## config.mk

```make
export PLATFORM = sky130hd
export DESIGN_NAME = fpu_control_status
export DESIGN_NICKNAME = d
export VERILOG_FILES = /design/src/fpu_csr_pkg.sv /design/src/fp_class_if.sv /design/src/fp_class_decode.sv /design/src/fpu_control_status.sv
export SDC_FILE = /design/constraint.sdc
export NUM_CORES = 1
export LEC_CHECK = 0
export ABC_AREA = 1
export BUFFER_PORTS_ARGS = -buffer_cell sky130_fd_sc_hd__buf_2
export CORE_MARGIN = 3
export CORE_UTILIZATION = 49
export CTS_BUF_LIST = sky130_fd_sc_hd__clkbuf_16
export CTS_CLUSTER_SIZE = 25
export DETAILED_ROUTE_END_ITERATION = 8
export PLACE_DENSITY = 0.85
export SYNTH_ARGS = -nofsm -noshare
export SYNTH_HDL_FRONTEND = slang
export SYNTH_HIERARCHICAL = 1
export SYNTH_SLANG_ARGS = --single-unit
```

## constraint.sdc

```tcl
create_clock -name core_clk -period 3.3 [get_ports core_clk]
set_input_delay 0.165 -clock core_clk [delete_from_list [all_inputs] [get_ports core_clk]]
set_output_delay 0.165 -clock core_clk [all_outputs]
set_load 0.1 [all_outputs]
```

## src/fpu_csr_pkg.sv

```systemverilog
/*
 * Constants and types for the floating-point control/status block.
 * Assumes the CPU pipeline drives the control-move and operation-completion ports.
 */
// Behaviour
// - Flush bit zeroes denormal results, no exception
// - Fused multiply-add denormal product always unimplemented
// - Compare writes selected condition bit
// - Condition bits change only on compare/write
// - Cause shows all exceptions of last op
// - Arithmetic rewrites cause; moves leave it (a control write loads cause from the write data)
// - Unimplemented cause set only when emulation needed
// - Taken exception stores no result, cause only
// - Cause and enable both set raise exception
// - Unimplemented cause always raises exception
// - Unenabled causes store default result, no exception
// - Flags sticky; only writes clear them
// - Taken exception does not update flags
// - Two-bit field selects rounding mode
// - Read drains pipeline; exception forces re-execution
// - Register accessible in kernel and user mode
// - Single: 8-bit exponent, bias 127
// - Double: 11-bit exponent, bias 1023
// - Extreme exponents decode NaN/inf/denormal/zero
// - NaN fraction MSB one means signaling
package fpu_csr_pkg;

    // Register layout
    localparam int RM_LSB        = 0;
    localparam int FLAG_LSB      = 2;
    localparam int ENABLE_LSB    = 7;
    localparam int CAUSE_LSB     = 12;
    localparam int UNIMPL_BIT    = 17;
    localparam int COND0_BIT     = 23;
    localparam int FLUSH_BIT     = 24;
    localparam int CONDUP_LSB    = 25;
    localparam logic [31:0] CSR_WRITE_MASK = 32'hffbfffff;
    localparam logic [31:0] CSR_RESET      = 32'h00000000;

    // IEEE exception bit order within cause/enable/flag: I U O Z V
    localparam int EXC_INEXACT   = 0;
    localparam int EXC_UNDERFLOW = 1;
    localparam int EXC_OVERFLOW  = 2;
    localparam int EXC_DIVZERO   = 3;
    localparam int EXC_INVALID   = 4;

    // Single format
    localparam int SGL_EXP_W     = 8;
    localparam int SGL_FRAC_W    = 23;
    localparam int SGL_BIAS      = 127;
    localparam int SGL_EMAX      = 127;
    localparam int SGL_EMIN      = -126;
    // Double format
    localparam int DBL_EXP_W     = 11;
    localparam int DBL_FRAC_W    = 52;
    localparam int DBL_BIAS      = 1023;
    localparam int DBL_EMAX      = 1023;
    localparam int DBL_EMIN      = -1022;

    typedef enum logic [1:0] {
        round_nearest_even    = 2'h0,
        round_toward_zero     = 2'h1,
        round_toward_plus_inf = 2'h2,
        round_toward_minus_inf = 2'h3
    } round_mode_t;

    typedef enum logic [2:0] {
        CLS_ZERO,
        CLS_DENORMAL,
        CLS_NORMAL,
        CLS_INFINITY,
        CLS_SIGNALING_NAN,
        CLS_QUIET_NAN
    } operand_class_t;

endpackage
```

## src/fp_class_if.sv

```systemverilog
/*
 * Interface carrying one operand to the class decoder and its class back.
 * Assumes one combinational decoder on the far modport.
 */
`timescale 1ns/100ps
`default_nettype none
interface fp_class_if;
    logic [63:0]                 operand;
    logic                        isDouble;
    fpu_csr_pkg::operand_class_t opClass;
    logic                        sign;

    modport requester (output operand, output isDouble, input opClass, input sign);
    modport decoder   (input operand, input isDouble, output opClass, output sign);
endinterface
`default_nettype wire

```

## src/fp_class_decode.sv

```systemverilog
/*
 * Combinational operand class decoder for single and double formats.
 * Assumes single operands sit in the low 32 bits.
 */
`timescale 1ns/100ps
`default_nettype none
module fp_class_decode (
    // Operand in, class out
    fp_class_if.decoder cls
);
    logic                           expAllOnes;
    logic                           expZero;
    logic                           fracZero;
    logic                           fracMsb;

    always_comb begin
        if (cls.isDouble) begin
            // 11-bit exponent; field max is Emax+1, zero is Emin-1
            expAllOnes = &cls.operand[62:52];
            expZero    = ~|cls.operand[62:52];
            fracZero   = ~|cls.operand[51:0];
            fracMsb    = cls.operand[51];
            cls.sign   = cls.operand[63];
        end else begin
            expAllOnes = &cls.operand[30:23];
            expZero    = ~|cls.operand[30:23];
            fracZero   = ~|cls.operand[22:0];
            fracMsb    = cls.operand[22];
            cls.sign   = cls.operand[31];
        end
        if (expAllOnes) begin
            if (fracZero) begin
                cls.opClass = fpu_csr_pkg::CLS_INFINITY;
            end else if (fracMsb) begin
                cls.opClass = fpu_csr_pkg::CLS_SIGNALING_NAN;
            end else begin
                cls.opClass = fpu_csr_pkg::CLS_QUIET_NAN;
            end
        end else if (expZero) begin
            cls.opClass = fracZero ? fpu_csr_pkg::CLS_ZERO
                                   : fpu_csr_pkg::CLS_DENORMAL;
        end else begin
            cls.opClass = fpu_csr_pkg::CLS_NORMAL;
        end
    end
endmodule // fp_class_decode
`default_nettype wire

```

## src/fpu_control_status.sv

```systemverilog
/*
 * Floating-point control/status register with exception raising and
 * operand class decode. Assumes the pipeline reports each finished
 * operation as a one-cycle pulse and holds control moves until answered.
 */
`timescale 1ns/100ps
`default_nettype none
module fpu_control_status (
    // Clock and reset
    input  wire logic        core_clk,
    input  wire logic        arst_n,
    // Control moves from the integer pipeline
    input  wire logic        ctrlRead,
    input  wire logic        ctrlWrite,
    input  wire logic [31:0] ctrlWriteData,
    input  wire logic        pipeBusy,
    output logic             ctrlReadValid,
    output logic [31:0]      ctrlReadData,
    output logic             ctrlReadRetry,
    // Finished arithmetic operation report
    input  wire logic        opDone,
    input  wire logic [4:0]  opIeeeExc,
    input  wire logic        opNeedsEmul,
    input  wire logic        opResultDenormal,
    input  wire logic        opFusedMulAdd,
    input  wire logic        opProductDenormal,
    // Compare report
    input  wire logic        cmpDone,
    input  wire logic [2:0]  cmpCondSel,
    input  wire logic        cmpTrue,
    // Operand classification
    input  wire logic [63:0] classOperand,
    input  wire logic        classDouble,
    output logic [2:0]       classResult,
    output logic             classSign,
    // Outcome to the pipeline and datapath
    output logic             fpException,
    output logic             resultWriteEnable,
    output logic             resultFlushZero,
    output logic [1:0]       roundingMode
);
    logic [1:0]  roundSel;
    logic [4:0]  flags;
    logic [4:0]  enables;
    logic [5:0]  cause;
    logic        flushDenorm;
    logic [7:0]  condBits;
    logic [1:0]  next_roundSel;
    logic [4:0]  next_flags;
    logic [4:0]  next_enables;
    logic [5:0]  next_cause;
    logic        next_flushDenorm;
    logic [7:0]  next_condBits;
    logic        next_fpException;
    logic        next_resultWriteEnable;
    logic        next_resultFlushZero;
    logic        next_ctrlReadValid;
    logic        next_ctrlReadRetry;
    logic [31:0] next_ctrlReadData;
    logic [2:0]  next_classResult;
    logic        next_classSign;
    logic [5:0]  opCause;
    logic        opUnimpl;
    logic        opTaken;
    logic [31:0] csrImage;

    fp_class_if clsBus ();

    fp_class_decode u_decode (
        .cls (clsBus.decoder)
    );

    assign clsBus.operand  = classOperand;
    assign clsBus.isDouble = classDouble;

    // Packs fields into the architected register image
    function automatic logic [31:0] pack_csr(input logic [7:0] cc, input logic fs,
                                             input logic [5:0] ca, input logic [4:0] en,
                                             input logic [4:0] fl, input logic [1:0] rm);
        logic [31:0] img;
        img = 32'h00000000;
        img[fpu_csr_pkg::CONDUP_LSB +: 7] = cc[7:1];
        img[fpu_csr_pkg::FLUSH_BIT]        = fs;
        img[fpu_csr_pkg::COND0_BIT]        = cc[0];
        img[fpu_csr_pkg::CAUSE_LSB +: 6]   = ca;
        img[fpu_csr_pkg::ENABLE_LSB +: 5]  = en;
        img[fpu_csr_pkg::FLAG_LSB +: 5]    = fl;
        img[fpu_csr_pkg::RM_LSB +: 2]      = rm;
        return img;
    endfunction

    // Raise test shared by operations and register writes
    function automatic logic raises(input logic [5:0] ca, input logic [4:0] en);
        return ca[5] | (|(ca[4:0] & en));
    endfunction

    assign csrImage = pack_csr(condBits, flushDenorm, cause, enables, flags, roundSel);

    always_comb begin
        // Denormal handling decides whether emulation is needed
        opUnimpl = opNeedsEmul
                 | (opFusedMulAdd & opProductDenormal)
                 | (opResultDenormal & ~flushDenorm);
        opCause  = {opUnimpl, opIeeeExc};
        opTaken  = raises(opCause, enables);

        next_roundSel          = roundSel;
        next_flags             = flags;
        next_enables           = enables;
        next_cause             = cause;
        next_flushDenorm       = flushDenorm;
        next_condBits          = condBits;
        next_fpException       = 1'b0;
        next_resultWriteEnable = 1'b0;
        next_resultFlushZero   = 1'b0;
        next_ctrlReadValid     = 1'b0;
        next_ctrlReadRetry     = 1'b0;
        next_ctrlReadData      = ctrlReadData;
        next_classResult       = clsBus.opClass;
        next_classSign         = clsBus.sign;

        if (opDone) begin
            next_cause = opCause;
            if (opTaken) begin
                next_fpException = 1'b1;
            end else begin
                next_resultWriteEnable = 1'b1;
                next_resultFlushZero   = opResultDenormal & flushDenorm;
                next_flags             = flags | opIeeeExc;
            end
        end

        if (cmpDone) begin
            next_condBits[cmpCondSel] = cmpTrue;
        end

        // Writes come only while idle; no privilege check exists
        if (ctrlWrite) begin
            next_condBits    = {ctrlWriteData[fpu_csr_pkg::CONDUP_LSB +: 7],
                                ctrlWriteData[fpu_csr_pkg::COND0_BIT]};
            next_flushDenorm = ctrlWriteData[fpu_csr_pkg::FLUSH_BIT];
            next_cause       = ctrlWriteData[fpu_csr_pkg::CAUSE_LSB +: 6];
            next_enables     = ctrlWriteData[fpu_csr_pkg::ENABLE_LSB +: 5];
            next_flags       = ctrlWriteData[fpu_csr_pkg::FLAG_LSB +: 5];
            next_roundSel    = ctrlWriteData[fpu_csr_pkg::RM_LSB +: 2];
            next_fpException = raises(ctrlWriteData[fpu_csr_pkg::CAUSE_LSB +: 6],
                                      ctrlWriteData[fpu_csr_pkg::ENABLE_LSB +: 5]);
        end

        // Read waits for the drain; a drain exception sends it back
        if (ctrlRead && !pipeBusy) begin
            if (opDone && opTaken) begin
                next_ctrlReadRetry = 1'b1;
            end else begin
                next_ctrlReadValid = 1'b1;
                next_ctrlReadData  = csrImage & fpu_csr_pkg::CSR_WRITE_MASK;
            end
        end
    end

    always_ff @(posedge core_clk or negedge arst_n) begin
        if (!arst_n) begin
            roundSel          <= fpu_csr_pkg::CSR_RESET[1:0];
            flags             <= fpu_csr_pkg::CSR_RESET[6:2];
            enables           <= fpu_csr_pkg::CSR_RESET[11:7];
            cause             <= fpu_csr_pkg::CSR_RESET[17:12];
            flushDenorm       <= fpu_csr_pkg::CSR_RESET[24];
            condBits          <= 8'h00;
            fpException       <= 1'b0;
            resultWriteEnable <= 1'b0;
            resultFlushZero   <= 1'b0;
            ctrlReadValid     <= 1'b0;
            ctrlReadRetry     <= 1'b0;
            ctrlReadData      <= 32'h00000000;
            classResult       <= 3'h0;
            classSign         <= 1'b0;
            roundingMode      <= 2'h0;
        end else begin
            roundSel          <= next_roundSel;
            flags             <= next_flags;
            enables           <= next_enables;
            cause             <= next_cause;
            flushDenorm       <= next_flushDenorm;
            condBits          <= next_condBits;
            fpException       <= next_fpException;
            resultWriteEnable <= next_resultWriteEnable;
            resultFlushZero   <= next_resultFlushZero;
            ctrlReadValid     <= next_ctrlReadValid;
            ctrlReadRetry     <= next_ctrlReadRetry;
            ctrlReadData      <= next_ctrlReadData;
            classResult       <= 3'(next_classResult);
            classSign         <= next_classSign;
            roundingMode      <= next_roundSel;
        end
    end
endmodule // fpu_control_status
`default_nettype wire

```

; ---- Word level (Yosys, flattened, before mapping)
; Index checks and enable logic that the tools add are counted.
[word_totals]
register_bits = 63
output_inout_bits = 43
in_bits = 117
[classes]
magnitude_cmp = 2
mux = 31
n_eq_ne = 1
bitwise_logic = 12
reduce_logical = 20
[op_table]
columns = op, count
row1 = $reduce_or A52 Y1, 1
row2 = $reduce_or A23 Y1, 1
row3 = $mux W1, 19
row4 = $mux W8, 2
row5 = $mux W5, 3
row6 = $mux W6, 2
row7 = $reduce_and A11 Y1, 1
row8 = $reduce_or A11 Y1, 1
row9 = $and A5 B5 Y5, 2
row10 = $reduce_or A5 Y1, 2
row11 = $mux W3, 3
row12 = $bwmux W8, 1
row13 = $reduce_and A8 Y1, 1
row14 = $reduce_or A8 Y1, 1
row15 = $logic_not A1 Y1, 5
row16 = $or A5 B5 Y5, 1
row17 = $lt A3 B4 Y1 const B, 1
row18 = $or A1 B1 Y1, 4
row19 = $reduce_and A2 Y1, 2
row20 = $reduce_bool A2 Y1, 2
row21 = $and A1 B1 Y1, 3
row22 = $demux W1 S3, 1
row23 = $ge A3 B1 Y1 const B, 1
row24 = $logic_and A1 B1 Y1, 3
row25 = 2 further kinds, 3

; ---- Longest topological paths before layout
[depth]
word_depth = 7
ltp_mapped = 10
depth_no_buf = 10

; ---- Modules after synthesis
; Netlist, hierarchy kept.
[modules_own_cells]
columns = module, instances, cells_per_inst, area_each_um2
row1 = fpu_control_status, 1, 333, 2797.7
row2 = fp_class_decode, 1, 85, 355.3

; ---- Worst setup path after synthesis
; OpenSTA, ideal clock, no wires.
[synth_path]
path_kind = register to register
from = register enables[1]
to = register ctrlReadData[14]
period_less_slack_ps = 1248
path_slack_ps = 2052
arrival_time_ps = 1126
path_buffers = 1
stages_incl_launch_ff = 10
path_cell_list = dfrtp_1 -> nand2_1 -> nand2_1 -> nor2_1 -> nand3_2 -> nand2_4 -> nand2_4 -> buf_6 -> nand2_1 -> nand2_1
[synth_via]
elab_chain_cells = 6
[synth_lines]
columns = item, line_no
row1 = from (decl), fpu_control_status.sv:44  ; logic [4:0] enables;
row2 = from (signal assigned), fpu_control_status.sv:165  ; enables <= fpu_csr_pkg::CSR_RESET[11:7];
row3 = from (signal assigned), fpu_control_status.sv:181  ; enables <= next_enables;
row4 = $and A5 B5 Y5, fpu_control_status.sv:94  ; return ca[5] | (|(ca[4:0] & en));
row5 = $reduce_or A5 Y1, fpu_control_status.sv:94
row6 = $or A1 B1 Y1, fpu_control_status.sv:94
row7 = $logic_and A1 B1 Y1, fpu_control_status.sv:152  ; if (opDone && opTaken) begin
row8 = $not A1 Y1 (no source line), --
row9 = $reduce_and A2 Y1 (no source line), --
row10 = to (signal assigned), fpu_control_status.sv:190  ; ctrlReadData <= next_ctrlReadData;
row11 = to (decl), fpu_control_status.sv:18  ; output logic [31:0] ctrlReadData,
; No other way between the ends.
; A chain may end at the register's enable or synchronous reset.

; ---- Worst setup path after layout
[layout_path]
from = register enables[2]
to = register ctrlReadData[27]
; The elaborated chain is that of the path after synthesis.

==> results.sh <==
export IMPL_synth_seq_cells=63
export IMPL_syn_inst=418
export IMPL_critPathKind="register to register"
export IMPL_hpwl_um=6530
export IMPL_use_met1_pct=27.2
export IMPL_post_cts_resized=0
export IMPL_root_buffer="clkbuf_16"
export IMPL_peakVddDrop_uv=609
export IMPL_ys_seq_area_share_pct=50.0
export IMPL_p_leak_uw=0.00237
export IMPL_syn_to_final_growth_pct=32.3
export IMPL_setup_tns_ns=0
export IMPL_drc=0
export IMPL_dp_slack_ns=1.37
export IMPL_critPathRequiredTime_ns=3.51
export IMPL_synthAdderAreaFrac_pct=0
export IMPL_synth_top_cell_by_area="dfrtp_1"
export IMPL_cp_depth=8
export IMPL_p_per_area_nw_per_um2=645
export IMPL_worst_slew_pin_slew_ns=1.07
export IMPL_synth_mux_area_share_pct=0
export IMPL_netlist_area_leader_share_pct=50.0
export IMPL_cts_buffers=9
export IMPL_rows=28
export IMPL_via_per_inst=5.20
export IMPL_fmax_mhz=577
export IMPL_cp_common_cell="nand2_1"
export IMPL_grt_pass1_wl_um=13800
export IMPL_routed_wl_um=8750
export IMPL_path_cells="nand2_1 > nand2_1 > nor2_1 > nand3_2 > nand2_4 > nand2_4 > nand2_1 > nand2_1"
export IMPL_synth_area_per_cell_um2=7.54
export IMPL_cp_start_kind="register"
export IMPL_coreArea_um2=6060
export IMPL_die_x_um=86.2
export IMPL_setup_slack_ns=1.57
export IMPL_cpPeakStageDelay_ns=0.40
export IMPL_busiest_layer="met2"
export IMPL_initial_utilization_pct=52.0
export IMPL_slew_headroom_pct=28.5
export IMPL_via_count=3354
export IMPL_worstSkewPairLatency_ns=0.33
export IMPL_hold_buffers=0
export IMPL_synth_top_family_by_area="simple AND/OR/NAND/NOR gates"
export IMPL_die_h_um=86.2
export IMPL_hold_depth=2
export IMPL_layout_drive_gt1_share_pct=30.2
export IMPL_fin_crit_sh_pct=52.5
export IMPL_grt_max_degree=49
export IMPL_clk_path_buf_depth=2
export IMPL_drv_slew=0
export IMPL_grtUsageTotal_pct=23.9
export IMPL_wl_per_cell_um=13.6
export IMPL_drt_pass1_iter_count=5
export IMPL_ys_types=23
export IMPL_fin_cells=645
export IMPL_synth_xor_area_share_pct=0
export IMPL_rsz0062_at_grt="no"
export IMPL_ios=160
export IMPL_crit_path_end_kind="register"
export IMPL_critPathMaxFanout=30
export IMPL_grt_remaining_overflow=0
export IMPL_post_cts_setup_buffers=0
export IMPL_yosys_top_cells_area="dfrtp_1 (50%), nand2_1 (20%), nand3_1 (8.1%), nor2_1 (6.1%), inv_1 (2.1%)"
export IMPL_grt_pass1_vias=3116
export IMPL_fillers=522
export IMPL_yosys_warnings=6
export IMPL_min_period_ns=1.73
export IMPL_grtUsageMet3_pct=3.42
export IMPL_min_path_type="input pin to register"
export IMPL_cp_arrival_ns=1.94
export IMPL_setup_viol=0
export IMPL_synthSimpleGateAreaFrac_pct=39.0
export IMPL_drt_iter0_markers=215
export IMPL_portBuffers=149
export IMPL_htreeDepth=3
export IMPL_cts_sinks=63
export IMPL_final_nets=683
export IMPL_fin_worst_skew_ns=0.00520
export IMPL_slowest_stage="dfrtp_1"
export IMPL_place_area_um2=3890
export IMPL_diodes=0
export IMPL_path_delay_family="simple AND/OR/NAND/NOR gates"
export IMPL_ff2ff_path_depth=8
export IMPL_cts_tree="built"
export IMPL_clkTransAtPathRegs_ns=0.05
export IMPL_design_area_um2=4170
export IMPL_ant_nets=0
export IMPL_status="completed"
export IMPL_drv_cap=0
export IMPL_met2_usage_pct=43.4
export IMPL_dp_cells=630
export IMPL_gp_congestion=0.912
export IMPL_hold_viol=0
export IMPL_synth_compound_area_share_pct=4.44
export IMPL_dieArea_um2=7430
export IMPL_antenna_found_initial=0
export IMPL_netlist_area_um2=3150
export IMPL_cp_num_buf_inv=0
[stage by stage]
stage / util [%] / hold WS, ns / total power (uW)
final: 68.8 / 0.0217 / 2690
after global routing: 68.8 / 0.0195 / 2800
after CTS: 68.8 / 0.0174 / 2700
after detailed placement: 64.2 / 0.359 / 1820
after global placement: 64.2 / 0.350 / 1800
after floorplan: - / -0.131 / 1610
[final timing paths]
kind	startpoint	to	slack (ns)
setup reg to reg	enables[2]	ctrlReadData[27]	1.57
hold / removal	pipeBusy	ctrlReadRetry	0.02
hold reg to reg	ctrlReadData[26]	ctrlReadData[26]	0.46
max in group asynchronous	arst_n	ctrlReadData[8]	2.44
min in group asynchronous	arst_n	ctrlReadValid	0.04
setup / recovery	enables[2]	ctrlReadData[27]	1.57
[final cells by class]
class	instances	area, um2	area share, %
flip-flops and latches	63	1580	37.8
multi-input cells	322	1390	33.3
repair buffers	151	761	18.2
clock buffers	9	225	5.40
well taps	75	93.8	2.25
inverters	19	71.3	1.71
clock inverters	6	53.8	1.29
[logic make-up after synthesis]
logic type | after synthesis
AND/OR/NAND/NOR | 293
flip-flops | 63
buffers and inverters | 37
AO/OA/AOI/OAI | 24
other | 1
[metal layers]
| layer | part of all wire (%) | vias to the layer above |
|---|---|---|
| li1 | - | 1637 |
| met1 | 38 | 1530 |
| met2 | 51 | 165 |
| met3 | 7.6 | 22 |
| met4 | 3.2 | 0 |
| met5 | 0 | - |
[report_power, final]
group          internal [uW]  switching [uW]
clock                    569             314
combinational            158             718
sequential               872            59.0
total                   1600            1090
[flip-flops by register name (all words and copies together), names as in the netlist]
name,flops
classSign,1
resultFlushZero,1
ctrlReadRetry,1
cause,6
enables,5
roundSel,2
flushDenorm,1
fpException,1
condBits,8
ctrlReadValid,1
classResult,3
resultWriteEnable,1
flags,5
ctrlReadData,27
[cell usage in the layout (no fill, tap or decap), drive strengths merged, types with 2 or more instances in the layout]
cell type | Yosys | layout
a21oi | 4 | 4
buf | 13 | 151
clkbuf | 5 | 9
clkinv | 0 | 3
conb | 1 | 5
dfrtp | 63 | 63
inv | 19 | 20
nand2 | 174 | 174
nand3 | 53 | 53
nand4 | 7 | 7
nor2 | 54 | 54
nor3 | 2 | 2
nor4 | 3 | 3
o211ai | 8 | 8
o21ai | 12 | 12
[synthesized netlist by cell type]
cell type	n
buf_4	5
nand3_2	2
o21ai_0	10
nor4_1	3
nand2_4	2
nor2_1	51
buf_2	4
nand4_1	7
nand2_1	172
a21oi_1	4
nor2_2	3
o211ai_1	8
dfrtp_1	63
inv_2	1
conb_1	1
buf_6	3
buf_12	1
inv_1	18
nand3_1	51
o21ai_1	2
nor3_1	1
clkbuf_1	5
nor3_2	1
No activity file was read; power rests on OpenSTA's default activity.
